<file path="src/core/sent_pkg.sv">
// Constants for the single-edge nibble frame transmitter.
// Assumes a 50 MHz pclk and APB register access.
package sent_pkg;
   localparam int unsigned CLK_PERIOD_NS = 20;
   localparam int unsigned TICK_MIN_NS = 3000;
   localparam int unsigned TICK_TYP_NS = 3360;
   localparam int unsigned TICK_MAX_NS = 3670;
   // Least time rounds up, longest time rounds down
   localparam logic [7:0] TICK_MIN_CYC = 8'((TICK_MIN_NS + CLK_PERIOD_NS - 1) / CLK_PERIOD_NS);
   localparam logic [7:0] TICK_TYP_CYC = 8'(TICK_TYP_NS / CLK_PERIOD_NS);
   localparam logic [7:0] TICK_MAX_CYC = 8'(TICK_MAX_NS / CLK_PERIOD_NS);

   localparam logic [8:0] LOW_TICKS = 9'h005;
   localparam logic [8:0] NIB_BASE_TICKS = 9'h00C;
   localparam logic [8:0] SYNC_TICKS = 9'h038;
   localparam logic [8:0] FRAME_TICKS = 9'h10E;
   localparam logic [2:0] LAST_NIB = 3'h7;
   localparam int unsigned NIB_COUNT = 8;

   localparam logic [3:0] STATUS_NORMAL = 4'h0;
   localparam logic [3:0] STATUS_DIAG = 4'h3;
   localparam logic [3:0] CRC_SEED = 4'h5;
   localparam logic [3:0] CRC_POLY = 4'hD;

   // Register byte addresses
   localparam logic [7:0] REG_CTRL = 8'h00;
   localparam logic [7:0] REG_ZERO = 8'h04;
   localparam logic [7:0] REG_TICK = 8'h08;
   localparam logic [7:0] REG_STATUS = 8'h0C;
   localparam logic [7:0] REG_ALARM = 8'h10;

   // Control fields
   localparam int unsigned CTRL_ENABLE = 0;
   localparam int unsigned CTRL_FORMAT2 = 1;
   localparam int unsigned CTRL_PAUSE = 2;
   localparam int unsigned CTRL_CRC_REV3 = 3;
   localparam int unsigned CTRL_FALLING = 4;
   localparam int unsigned CTRL_PROG = 5;
   localparam int unsigned CTRL_W = 6;
   localparam logic [5:0] CTRL_RESET = 6'h00;
   localparam logic [11:0] ZERO_RESET = 12'h000;
   localparam int unsigned ALARM_W = 8;

   typedef enum logic [1:0] {
      ST_IDLE = 2'b00,
      ST_SYNC = 2'b01,
      ST_NIB = 2'b10,
      ST_PAUSE = 2'b11
   } tx_state_t;
endpackage

</file>
<file path="src/core/sent_frame_transmitter.sv">
// Single-edge nibble frame transmitter with an input sample FIFO and APB registers.
// Assumes angle samples and alarm inputs are synchronous to pclk.
`timescale 1ns/1ps

module sent_fifo #(
   parameter int unsigned WIDTH = 12,
   parameter int unsigned DEPTH = 32
) (
   // Clock and reset
   input wire logic clk,
   input wire logic rst_n,
   // Fill side
   input wire logic in_valid,
   input wire logic [WIDTH-1:0] in_data,
   output logic in_ready,
   // Drain side
   output logic out_valid,
   output logic [WIDTH-1:0] out_data,
   input wire logic out_ready
);
   localparam int unsigned AW = $clog2(DEPTH);
   logic [WIDTH-1:0] mem_ff [DEPTH];
   logic [AW-1:0] wr_ff;
   logic [AW-1:0] rd_ff;
   logic [AW:0] count_ff;
   logic [AW:0] nxt_count;
   logic in_ready_ff;
   logic push;
   logic pop;

   assign push = in_valid & in_ready_ff;
   assign pop = out_ready & (count_ff != '0);
   assign nxt_count = count_ff + (AW+1)'(push) - (AW+1)'(pop);
   assign in_ready = in_ready_ff;
   assign out_valid = count_ff != '0;
   assign out_data = mem_ff[rd_ff];

   always_ff @(posedge clk or negedge rst_n) begin
      if (!rst_n) begin
         wr_ff <= '0;
         rd_ff <= '0;
         count_ff <= '0;
         in_ready_ff <= 1'b0;
      end else begin
         wr_ff <= push ? AW'((wr_ff + 1'b1) % DEPTH) : wr_ff;
         rd_ff <= pop ? AW'((rd_ff + 1'b1) % DEPTH) : rd_ff;
         count_ff <= nxt_count;
         in_ready_ff <= nxt_count != (AW+1)'(DEPTH);
      end
   end

   // Storage has no reset; only written slots are ever read
   always_ff @(posedge clk) begin
      if (push) begin
         mem_ff[wr_ff] <= in_data;
      end
   end
endmodule

module sent_frame_transmitter #(
   parameter int unsigned ANGLE_W = 12,
   parameter int unsigned FIFO_DEPTH = 32
) (
   // APB
   input wire logic pclk,
   input wire logic presetn,
   input wire logic psel,
   input wire logic penable,
   input wire logic pwrite,
   input wire logic [7:0] paddr,
   input wire logic [31:0] pwdata,
   output logic [31:0] prdata,
   output logic pready,
   output logic pslverr,
   // Angle samples
   input wire logic angle_valid,
   input wire logic [ANGLE_W-1:0] angle_data,
   output logic angle_ready,
   // Diagnostic sources
   input wire logic mag_high_alarm,
   input wire logic mag_low_alarm,
   input wire logic txfreq_alarm,
   input wire logic agc_alarm,
   input wire logic nvm_double_err,
   input wire logic shadow_parity_err,
   input wire logic rx_coil_fault,
   input wire logic proc_overflow,
   // Output pin, shared with pin_programming_link
   output logic sent_o,
   output logic sent_oe,
   input wire logic sent_i
);
   sent_pkg::tx_state_t st_ff;
   sent_pkg::tx_state_t nxt_st;
   logic [sent_pkg::CTRL_W-1:0] ctrl_ff;
   logic [11:0] zero_ff;
   logic [7:0] tick_div_ff;
   logic [7:0] div_cnt_ff;
   logic tick;
   logic [8:0] sym_tick_ff;
   logic [8:0] nxt_sym_tick;
   logic [8:0] frame_ticks_ff;
   logic [2:0] nib_idx_ff;
   logic [3:0] nib_ff [sent_pkg::NIB_COUNT];
   logic [3:0] nxt_nib [sent_pkg::NIB_COUNT];
   logic [7:0] roll_ff;
   logic [11:0] pos_ff;
   logic [11:0] angle_now;
   logic [11:0] pos_now;
   logic [3:0] cur_nib;
   logic [8:0] sym_len;
   logic end_sym;
   logic run;
   logic start_frame;
   logic diag;
   logic [sent_pkg::ALARM_W-1:0] alarms;
   logic fifo_valid;
   logic [ANGLE_W-1:0] fifo_data;
   logic sent_o_ff;
   logic sent_oe_ff;
   logic [31:0] prdata_ff;
   logic pready_ff;
   logic pslverr_ff;
   logic setup;
   logic wr_en;
   logic mapped;
   logic [31:0] rd_mux;

   // Multiply the remainder by x^4 modulo the generator
   function automatic logic [3:0] crc_shift4(input logic [3:0] c);
      logic [3:0] r;
      r = c;
      for (int i = 0; i < 4; i++) begin
         r = {r[2:0], 1'b0} ^ (r[3] ? sent_pkg::CRC_POLY : 4'h0);
      end
      return r;
   endfunction

   // Revision three appends one zero nibble to the data before closing
   function automatic logic [3:0] frame_crc(input logic [23:0] d, input logic rev3);
      logic [3:0] c;
      c = sent_pkg::CRC_SEED;
      for (int i = 5; i >= 0; i--) begin
         c = crc_shift4(c) ^ d[i*4 +: 4];
      end
      if (rev3) begin
         c = crc_shift4(c);
      end
      return c;
   endfunction

   sent_fifo #(.WIDTH(ANGLE_W), .DEPTH(FIFO_DEPTH)) u_fifo (
      .clk(pclk),
      .rst_n(presetn),
      .in_valid(angle_valid),
      .in_data(angle_data),
      .in_ready(angle_ready),
      .out_valid(fifo_valid),
      .out_data(fifo_data),
      .out_ready(start_frame)
   );

   assign alarms = {mag_high_alarm, mag_low_alarm, txfreq_alarm, agc_alarm,
                    nvm_double_err, shadow_parity_err, rx_coil_fault, proc_overflow};
   assign diag = |alarms;
   assign run = ctrl_ff[sent_pkg::CTRL_ENABLE] & ~ctrl_ff[sent_pkg::CTRL_PROG];
   // At-or-past compare: a shorter period written mid-count cannot stretch one tick to 256 cycles
   assign tick = div_cnt_ff >= tick_div_ff - 8'h01;
   // Oldest queued sample, else repeat the last one so frames never stall
   assign angle_now = fifo_valid ? 12'(fifo_data) : pos_ff;
   assign pos_now = ctrl_ff[sent_pkg::CTRL_FALLING] ? zero_ff - angle_now : angle_now - zero_ff;

   assign nxt_nib[0] = diag ? sent_pkg::STATUS_DIAG : sent_pkg::STATUS_NORMAL;
   assign nxt_nib[1] = pos_now[11:8];
   assign nxt_nib[2] = pos_now[7:4];
   assign nxt_nib[3] = pos_now[3:0];
   assign nxt_nib[4] = ctrl_ff[sent_pkg::CTRL_FORMAT2] ? 4'h0 : roll_ff[7:4];
   assign nxt_nib[5] = ctrl_ff[sent_pkg::CTRL_FORMAT2] ? 4'h0 : roll_ff[3:0];
   assign nxt_nib[6] = ctrl_ff[sent_pkg::CTRL_FORMAT2] ? 4'h0 : ~pos_now[11:8];
   assign nxt_nib[7] = frame_crc({nxt_nib[1], nxt_nib[2], nxt_nib[3], nxt_nib[4], nxt_nib[5], nxt_nib[6]},
                                 ctrl_ff[sent_pkg::CTRL_CRC_REV3]);

   // Symbol timing
   assign cur_nib = nib_ff[nib_idx_ff];
   assign sym_len = (st_ff == sent_pkg::ST_SYNC) ? sent_pkg::SYNC_TICKS
                  : sent_pkg::NIB_BASE_TICKS + 9'(cur_nib);
   assign end_sym = tick & ((st_ff == sent_pkg::ST_PAUSE) ? frame_ticks_ff == sent_pkg::FRAME_TICKS - 9'h001
                                                          : sym_tick_ff == sym_len - 9'h001);

   always_comb begin
      nxt_st = st_ff;
      unique case (st_ff)
         sent_pkg::ST_IDLE: if (run && tick) nxt_st = sent_pkg::ST_SYNC;
         sent_pkg::ST_SYNC: if (end_sym) nxt_st = sent_pkg::ST_NIB;
         sent_pkg::ST_NIB: begin
            if (end_sym && nib_idx_ff == sent_pkg::LAST_NIB) begin
               if (ctrl_ff[sent_pkg::CTRL_PAUSE]) begin
                  nxt_st = sent_pkg::ST_PAUSE;
               end else begin
                  nxt_st = run ? sent_pkg::ST_SYNC : sent_pkg::ST_IDLE;
               end
            end
         end
         sent_pkg::ST_PAUSE: if (end_sym) nxt_st = run ? sent_pkg::ST_SYNC : sent_pkg::ST_IDLE;
      endcase
   end

   assign start_frame = (nxt_st == sent_pkg::ST_SYNC) && (st_ff != sent_pkg::ST_SYNC);
   assign nxt_sym_tick = (end_sym || start_frame) ? 9'h000 : sym_tick_ff + 9'(tick);
   always_ff @(posedge pclk or negedge presetn) begin
      if (!presetn) begin
         div_cnt_ff <= 8'h00;
      end else begin
         div_cnt_ff <= tick ? 8'h00 : div_cnt_ff + 8'h01;
      end
   end

   always_ff @(posedge pclk or negedge presetn) begin
      if (!presetn) begin
         st_ff <= sent_pkg::ST_IDLE;
         sym_tick_ff <= 9'h000;
         frame_ticks_ff <= 9'h000;
         nib_idx_ff <= 3'h0;
      end else begin
         st_ff <= nxt_st;
         sym_tick_ff <= nxt_sym_tick;
         frame_ticks_ff <= start_frame ? 9'h000 : frame_ticks_ff + 9'(tick);
         nib_idx_ff <= (st_ff == sent_pkg::ST_NIB && end_sym) ? nib_idx_ff + 3'h1 : nib_idx_ff;
      end
   end

   always_ff @(posedge pclk or negedge presetn) begin
      if (!presetn) begin
         roll_ff <= 8'h00;
         pos_ff <= 12'h000;
         for (int i = 0; i < sent_pkg::NIB_COUNT; i++) begin
            nib_ff[i] <= 4'h0;
         end
      end else if (start_frame) begin
         roll_ff <= roll_ff + 8'h01;
         pos_ff <= angle_now;
         for (int i = 0; i < sent_pkg::NIB_COUNT; i++) begin
            nib_ff[i] <= nxt_nib[i];
         end
      end
   end

   // Pin released while the programming link owns the wire
   always_ff @(posedge pclk or negedge presetn) begin
      if (!presetn) begin
         sent_o_ff <= 1'b1;
         sent_oe_ff <= 1'b0;
      end else begin
         sent_o_ff <= (nxt_st == sent_pkg::ST_IDLE) || (nxt_sym_tick >= sent_pkg::LOW_TICKS);
         sent_oe_ff <= ~ctrl_ff[sent_pkg::CTRL_PROG];
      end
   end
   assign sent_o = sent_o_ff;
   assign sent_oe = sent_oe_ff;

   // APB slave, zero wait states
   assign setup = psel & ~penable;
   assign wr_en = psel & penable & pready_ff & pwrite & ~pslverr_ff;
   assign mapped = paddr == sent_pkg::REG_CTRL || paddr == sent_pkg::REG_ZERO || paddr == sent_pkg::REG_TICK
                || paddr == sent_pkg::REG_STATUS || paddr == sent_pkg::REG_ALARM;
   assign rd_mux = (paddr == sent_pkg::REG_CTRL) ? 32'(ctrl_ff)
                 : (paddr == sent_pkg::REG_ZERO) ? 32'(zero_ff)
                 : (paddr == sent_pkg::REG_TICK) ? 32'(tick_div_ff)
                 : (paddr == sent_pkg::REG_STATUS) ? {19'h00000, sent_i, diag, roll_ff, st_ff, fifo_valid}
                 : (paddr == sent_pkg::REG_ALARM) ? 32'(alarms) : 32'h00000000;

   always_ff @(posedge pclk or negedge presetn) begin
      if (!presetn) begin
         pready_ff <= 1'b0;
         pslverr_ff <= 1'b0;
         prdata_ff <= 32'h00000000;
      end else begin
         pready_ff <= setup;
         pslverr_ff <= setup & ~mapped;
         prdata_ff <= setup ? rd_mux : prdata_ff;
      end
   end
   assign pready = pready_ff;
   assign pslverr = pslverr_ff;
   assign prdata = prdata_ff;

   // Out-of-window tick periods are clamped so the timebase stays legal
   always_ff @(posedge pclk or negedge presetn) begin
      if (!presetn) begin
         ctrl_ff <= sent_pkg::CTRL_RESET;
         zero_ff <= sent_pkg::ZERO_RESET;
         tick_div_ff <= sent_pkg::TICK_TYP_CYC;
      end else if (wr_en) begin
         if (paddr == sent_pkg::REG_CTRL) ctrl_ff <= pwdata[sent_pkg::CTRL_W-1:0];
         if (paddr == sent_pkg::REG_ZERO) zero_ff <= pwdata[11:0];
         if (paddr == sent_pkg::REG_TICK) begin
            tick_div_ff <= (pwdata[7:0] < sent_pkg::TICK_MIN_CYC || pwdata[31:8] != 24'h000000)
                           ? ((pwdata[31:8] != 24'h000000) ? sent_pkg::TICK_MAX_CYC : sent_pkg::TICK_MIN_CYC)
                           : (pwdata[7:0] > sent_pkg::TICK_MAX_CYC) ? sent_pkg::TICK_MAX_CYC : pwdata[7:0];
         end
      end
   end
endmodule

</file>
<file path="config.mk">
export PLATFORM = sky130hd
export DESIGN_NAME = sent_frame_transmitter
export DESIGN_NICKNAME = d
export VERILOG_FILES = /design/src/core/sent_pkg.sv /design/src/core/sent_frame_transmitter.sv
export SDC_FILE = /design/constraint.sdc
export NUM_CORES = 1
export LEC_CHECK = 0
export ABC_AREA = 1
export ABC_CLOCK_PERIOD_IN_PS = 11300
export BUFFER_PORTS_ARGS = -buffer_cell sky130_fd_sc_hd__buf_2
export CORE_MARGIN = 2
export CORE_UTILIZATION = 50
export CTS_CLUSTER_DIAMETER = 60
export DETAILED_ROUTE_END_ITERATION = 12
export PLACE_DENSITY = 0.67
export SLEW_MARGIN = 0
export SYNTH_ARGS = -nofsm -noshare
export SYNTH_HDL_FRONTEND = slang
export SYNTH_SLANG_ARGS = --single-unit
</file>
<file path="constraint.sdc">
create_clock -name pclk -period 11.3 [get_ports pclk]
set_clock_uncertainty 0.2 [all_clocks]
set_input_delay 1.695 -clock pclk [delete_from_list [all_inputs] [get_ports pclk]]
set_output_delay 1.695 -clock pclk [all_outputs]
set_load 0.01 [all_outputs]
</file>
==> summary.md <==
| Metric | Value |
|---|---|
| Status | `finished clean` |
| Mapped Avg Cell Area | `10.3 um2` |
| Area after DPL | `0.0255 mm2` |
| Port Buffers | `84` |
| Residual DRC count | `0` |
| Sequential-to-total area share from yosys stat | `61.3%` |
| Worst slew pin tran | `~1.3 ns` |
| Post-synthesis cell type count | `62` |
| 1st-pass router iterations | `5` |
| DR iter-0 viols | `between 1k and 1.5k` |
| WL final | `61000 um` |
| Clock slew at reported path FFs | `0.06 ns` |
| CTS tree | `yes` |
| Sink Count | `524` |
| Share of layout cells above drive strength 1 | `11.0%` |
| Hold Vio Cnt, Final | `0` |
| Worst setup SP type | `flop` |
| Filler cells | `4197` |
| Antenna violations before repair | `0` |
| Yosys reg bits | `524` |
| Min Tclk post-route | `7.33 ns` |
| Final net count | `approximately 2.6k` |
| Main synth FF type | `edfxtp_1` |
| Finish-stage setup viols | `0` |
| FMAX | `136 MHz` |
| Critical path buffers and inverters | `3` |
| Antenna viol nets, final | `0` |
| Vias in the first global route | `approximately 17k` |
| Unrepaired setup endpoints after global routing | `false` |
| Most frequent CP cell | `nand2_1` |
| Static leakage | `between 0.01 and 0.015 uW` |
| CTS H-tree depth | `2` |
| Cell Pwr Density | `about 170 mW/mm2` |
| Post-synth EDFFs | `384` |
| Hold Crit Depth | `2` |
| Die Width | `~230 um` |
| GPL Wtd Cong | `just over 0.9` |
| Grt ovf | `0` |
| Initial core utilization | `50.4%` |
| I/O Pins | `approximately 100` |
| WHS | `0.282 ns` |
| Setup TNS | `0 ns` |
| Vias | `17.6k` |
| Hpwl dp | `between 30000 and 40000 um` |
| Worst R2R Path Depth | `37` |
| Post-CTS Setup Bufs | `0` |
| Final Max Slew Viols | `0` |
| CP Data Arrival Time | `7.62 ns` |
| Full die area | `roughly 0.051 mm2` |
| Slowest cell on the critical path | `buf_4` |
| Top delay family on crit path | `simple AND/OR/NAND/NOR gates` |
| Wire per inst | `approximately 19 um` |
| Crit Path Class | `reg -> reg` |
| Synth warnings | `0` |
| Post_cts resized | `0` |
| First-pass GRT wire length | `around 95000 um` |
| CP required | `11.59 ns` |
| CTS buffer count | `between 50 and 60` |
| Crit path largest cell delay | `0.89 ns` |
| Chip height | `226 um` |
| Pin count of the biggest net entering global routing | `106` |
| Final Cell Area | `0.0273 mm2` |
| Synthesized cell area | `0.0245 mm2` |
| Critical Path Sink Type | `flop` |
| Synth-to-layout area growth | `11.2%` |
| Clock buffer depth | `3` |
| Crit. path cell count | `37` |
| Clk root buf | `clkbuf_16` |
| Total track usage | `approximately a quarter` |
| Slew HR | `around 13%` |
| Crit-path max FO | `105` |
| Max VDD drop | `0.142 mV` |
| Share of async-settable or async-resettable flops after synthesis | `a little over a quarter` |
| Vias per inst | `5.58` |
| Period utilisation layout | `64.9%` |
| Clk_lat worst skew | `0.63 ns` |
| Core ar. | `0.0487 mm2` |
| CTS Hold Bufs | `0` |
| Row count | `between 80 and 90` |
| Cells after Synth | `2383` |
| Hold Path Class | `reg -> reg` |
| Max-cap check violation count | `0` |
## worst min-delay path, delay by kind of cell (launching register included)
family	cells	cell delay (ns)
compound gates	1	0.06
simple gates	1	0.05
flops	1	0.34
## final cells by class
| class | count | area, um2 | area share, % |
|---|---|---|---|
| multi-input combinational | 1542 | 8160 | 29.9 |
| tap | 664 | 831 | 3.04 |
| clock buffer | 79 | 1570 | 5.74 |
| sequential | 524 | 15000 | 55.1 |
| timing repair buffer | 122 | 712 | 2.61 |
| clock inverter | 22 | 196 | 0.720 |
| antenna | 1 | 2.50 | 0.00917 |
| inverter | 208 | 786 | 2.88 |
## per-stage QoR
stage	total power, uW	worst slack (ns)	instances	utilization, %
global placement	2970	4.20	3060	52.4
CTS	4730	3.99	3161	56.0
finish	4700	3.97	3162	56.0
global route	4910	3.19	3161	56.0
floorplan	2780	6.15	2401	-
detailed placement	2990	4.07	3060	52.4
## flip-flops by register name, summed over array words and instances, names as in the netlist, 8 cells and up
signal / cells
prdata: 13
roll_ff: 8
sym_tick_ff: 9
u_fifo.mem_ff: 384
frame_ticks_ff: 9
nib_ff: 29
div_cnt_ff: 8
pos_ff: 12
zero_ff: 12
tick_div_ff: 8
## power breakdown
| part | leakage, uW | internal, uW | switching, uW | total [uW] |
|---|---|---|---|---|
| clock | 0.000852 | 992 | 753 | 1750 |
| sequential | 0.00529 | 2190 | 35.5 | 2220 |
| combinational | 0.00476 | 234 | 501 | 735 |
| total | 0.0109 | 3410 | 1290 | 4700 |
## final timing paths
check | endpoint | from | slack, ns
min in group asynchronous | div_cnt_ff[5]$_DFF_PN0_ | presetn | 0.89
worst max register to register | nib_ff[2]$_DFFE_PN0P_ | u_fifo.rd_ff[0]$_DFFE_PN0P_ | 3.97
worst max-delay path | nib_ff[2]$_DFFE_PN0P_ | u_fifo.rd_ff[0]$_DFFE_PN0P_ | 3.97
worst min-delay path | nib_ff[10]$_DFFE_PN0P_ | nib_ff[10]$_DFFE_PN0P_ | 0.28
worst min register to register | nib_ff[10]$_DFFE_PN0P_ | nib_ff[10]$_DFFE_PN0P_ | 0.28
max in group asynchronous | u_fifo.rd_ff[0]$_DFFE_PN0P_ | presetn | 8.48
## cell usage in the layout, fill, tap and decap left out, drive strengths merged, types with 34 or more instances in the layout
cell / n
a21oi: 45
edfxtp: 384
nand2: 406
o21ai: 299
nand3: 122
xor2: 44
ha: 54
dfrtp: 136
buf: 122
nand4: 34
o22ai: 63
inv: 209
nor2: 315
clkbuf: 79
## layer usage
layer | global-route usage (%) | part of all wire, % | vias up
li1 | - | - | 8363
met3 | 3.36 | 6.1 | 101
met5 | 0 | 0 | -
met2 | 42.3 | 50 | 598
met1 | 31.4 | 42 | 8570
met4 | 7.54 | 2.4 | 0
## logic make-up (layout without fill, tap and decap cells)
group | Yosys count | in the layout | share of synthesized area (%)
AOI/OAI and AO/OA | 485 | 485 | 11.2
xor gates and xnor gates | 58 | 58 | 2.27
adders and majority gates | 57 | 57 | 3.00
buffers and inverters | 335 | 431 | 5.78
DFF | 524 | 524 | 61.3
other | 1 | 20 | 0.0153
and+or+nand+nor | 923 | 923 | 16.5
## cell usage after synthesis (all sizes together) (2+ instances only)
library cell | instances | area share [%]
fa | 3 | 0.24
o21a | 4 | 0.12
dfrtp | 136 | 14
xor2 | 44 | 1.6
nor3b | 6 | 0.20
buf | 46 | 1.3
a21o | 2 | 0.061
clkinv | 2 | 0.031
edfxtp | 384 | 47
nand3b | 7 | 0.21
nand3 | 122 | 2.8
and3 | 3 | 0.097
xnor2 | 11 | 0.42
nand4 | 34 | 0.87
xnor3 | 2 | 0.18
nor2 | 315 | 4.9
ha | 54 | 2.8
or2 | 3 | 0.076
inv | 206 | 3.2
a22o | 2 | 0.071
o22ai | 63 | 1.6
o221ai | 32 | 1.1
o211ai | 17 | 0.52
o21ai | 299 | 6.1
a211oi | 2 | 0.061
o21bai | 4 | 0.12
nor4 | 12 | 0.31
nand2 | 406 | 6.7
dfstp | 4 | 0.43
a221oi | 4 | 0.14
nor3 | 14 | 0.29
a31oi | 4 | 0.10
a21oi | 45 | 0.93
clkbuf | 81 | 1.2
(Power assumes the default switching activity.)
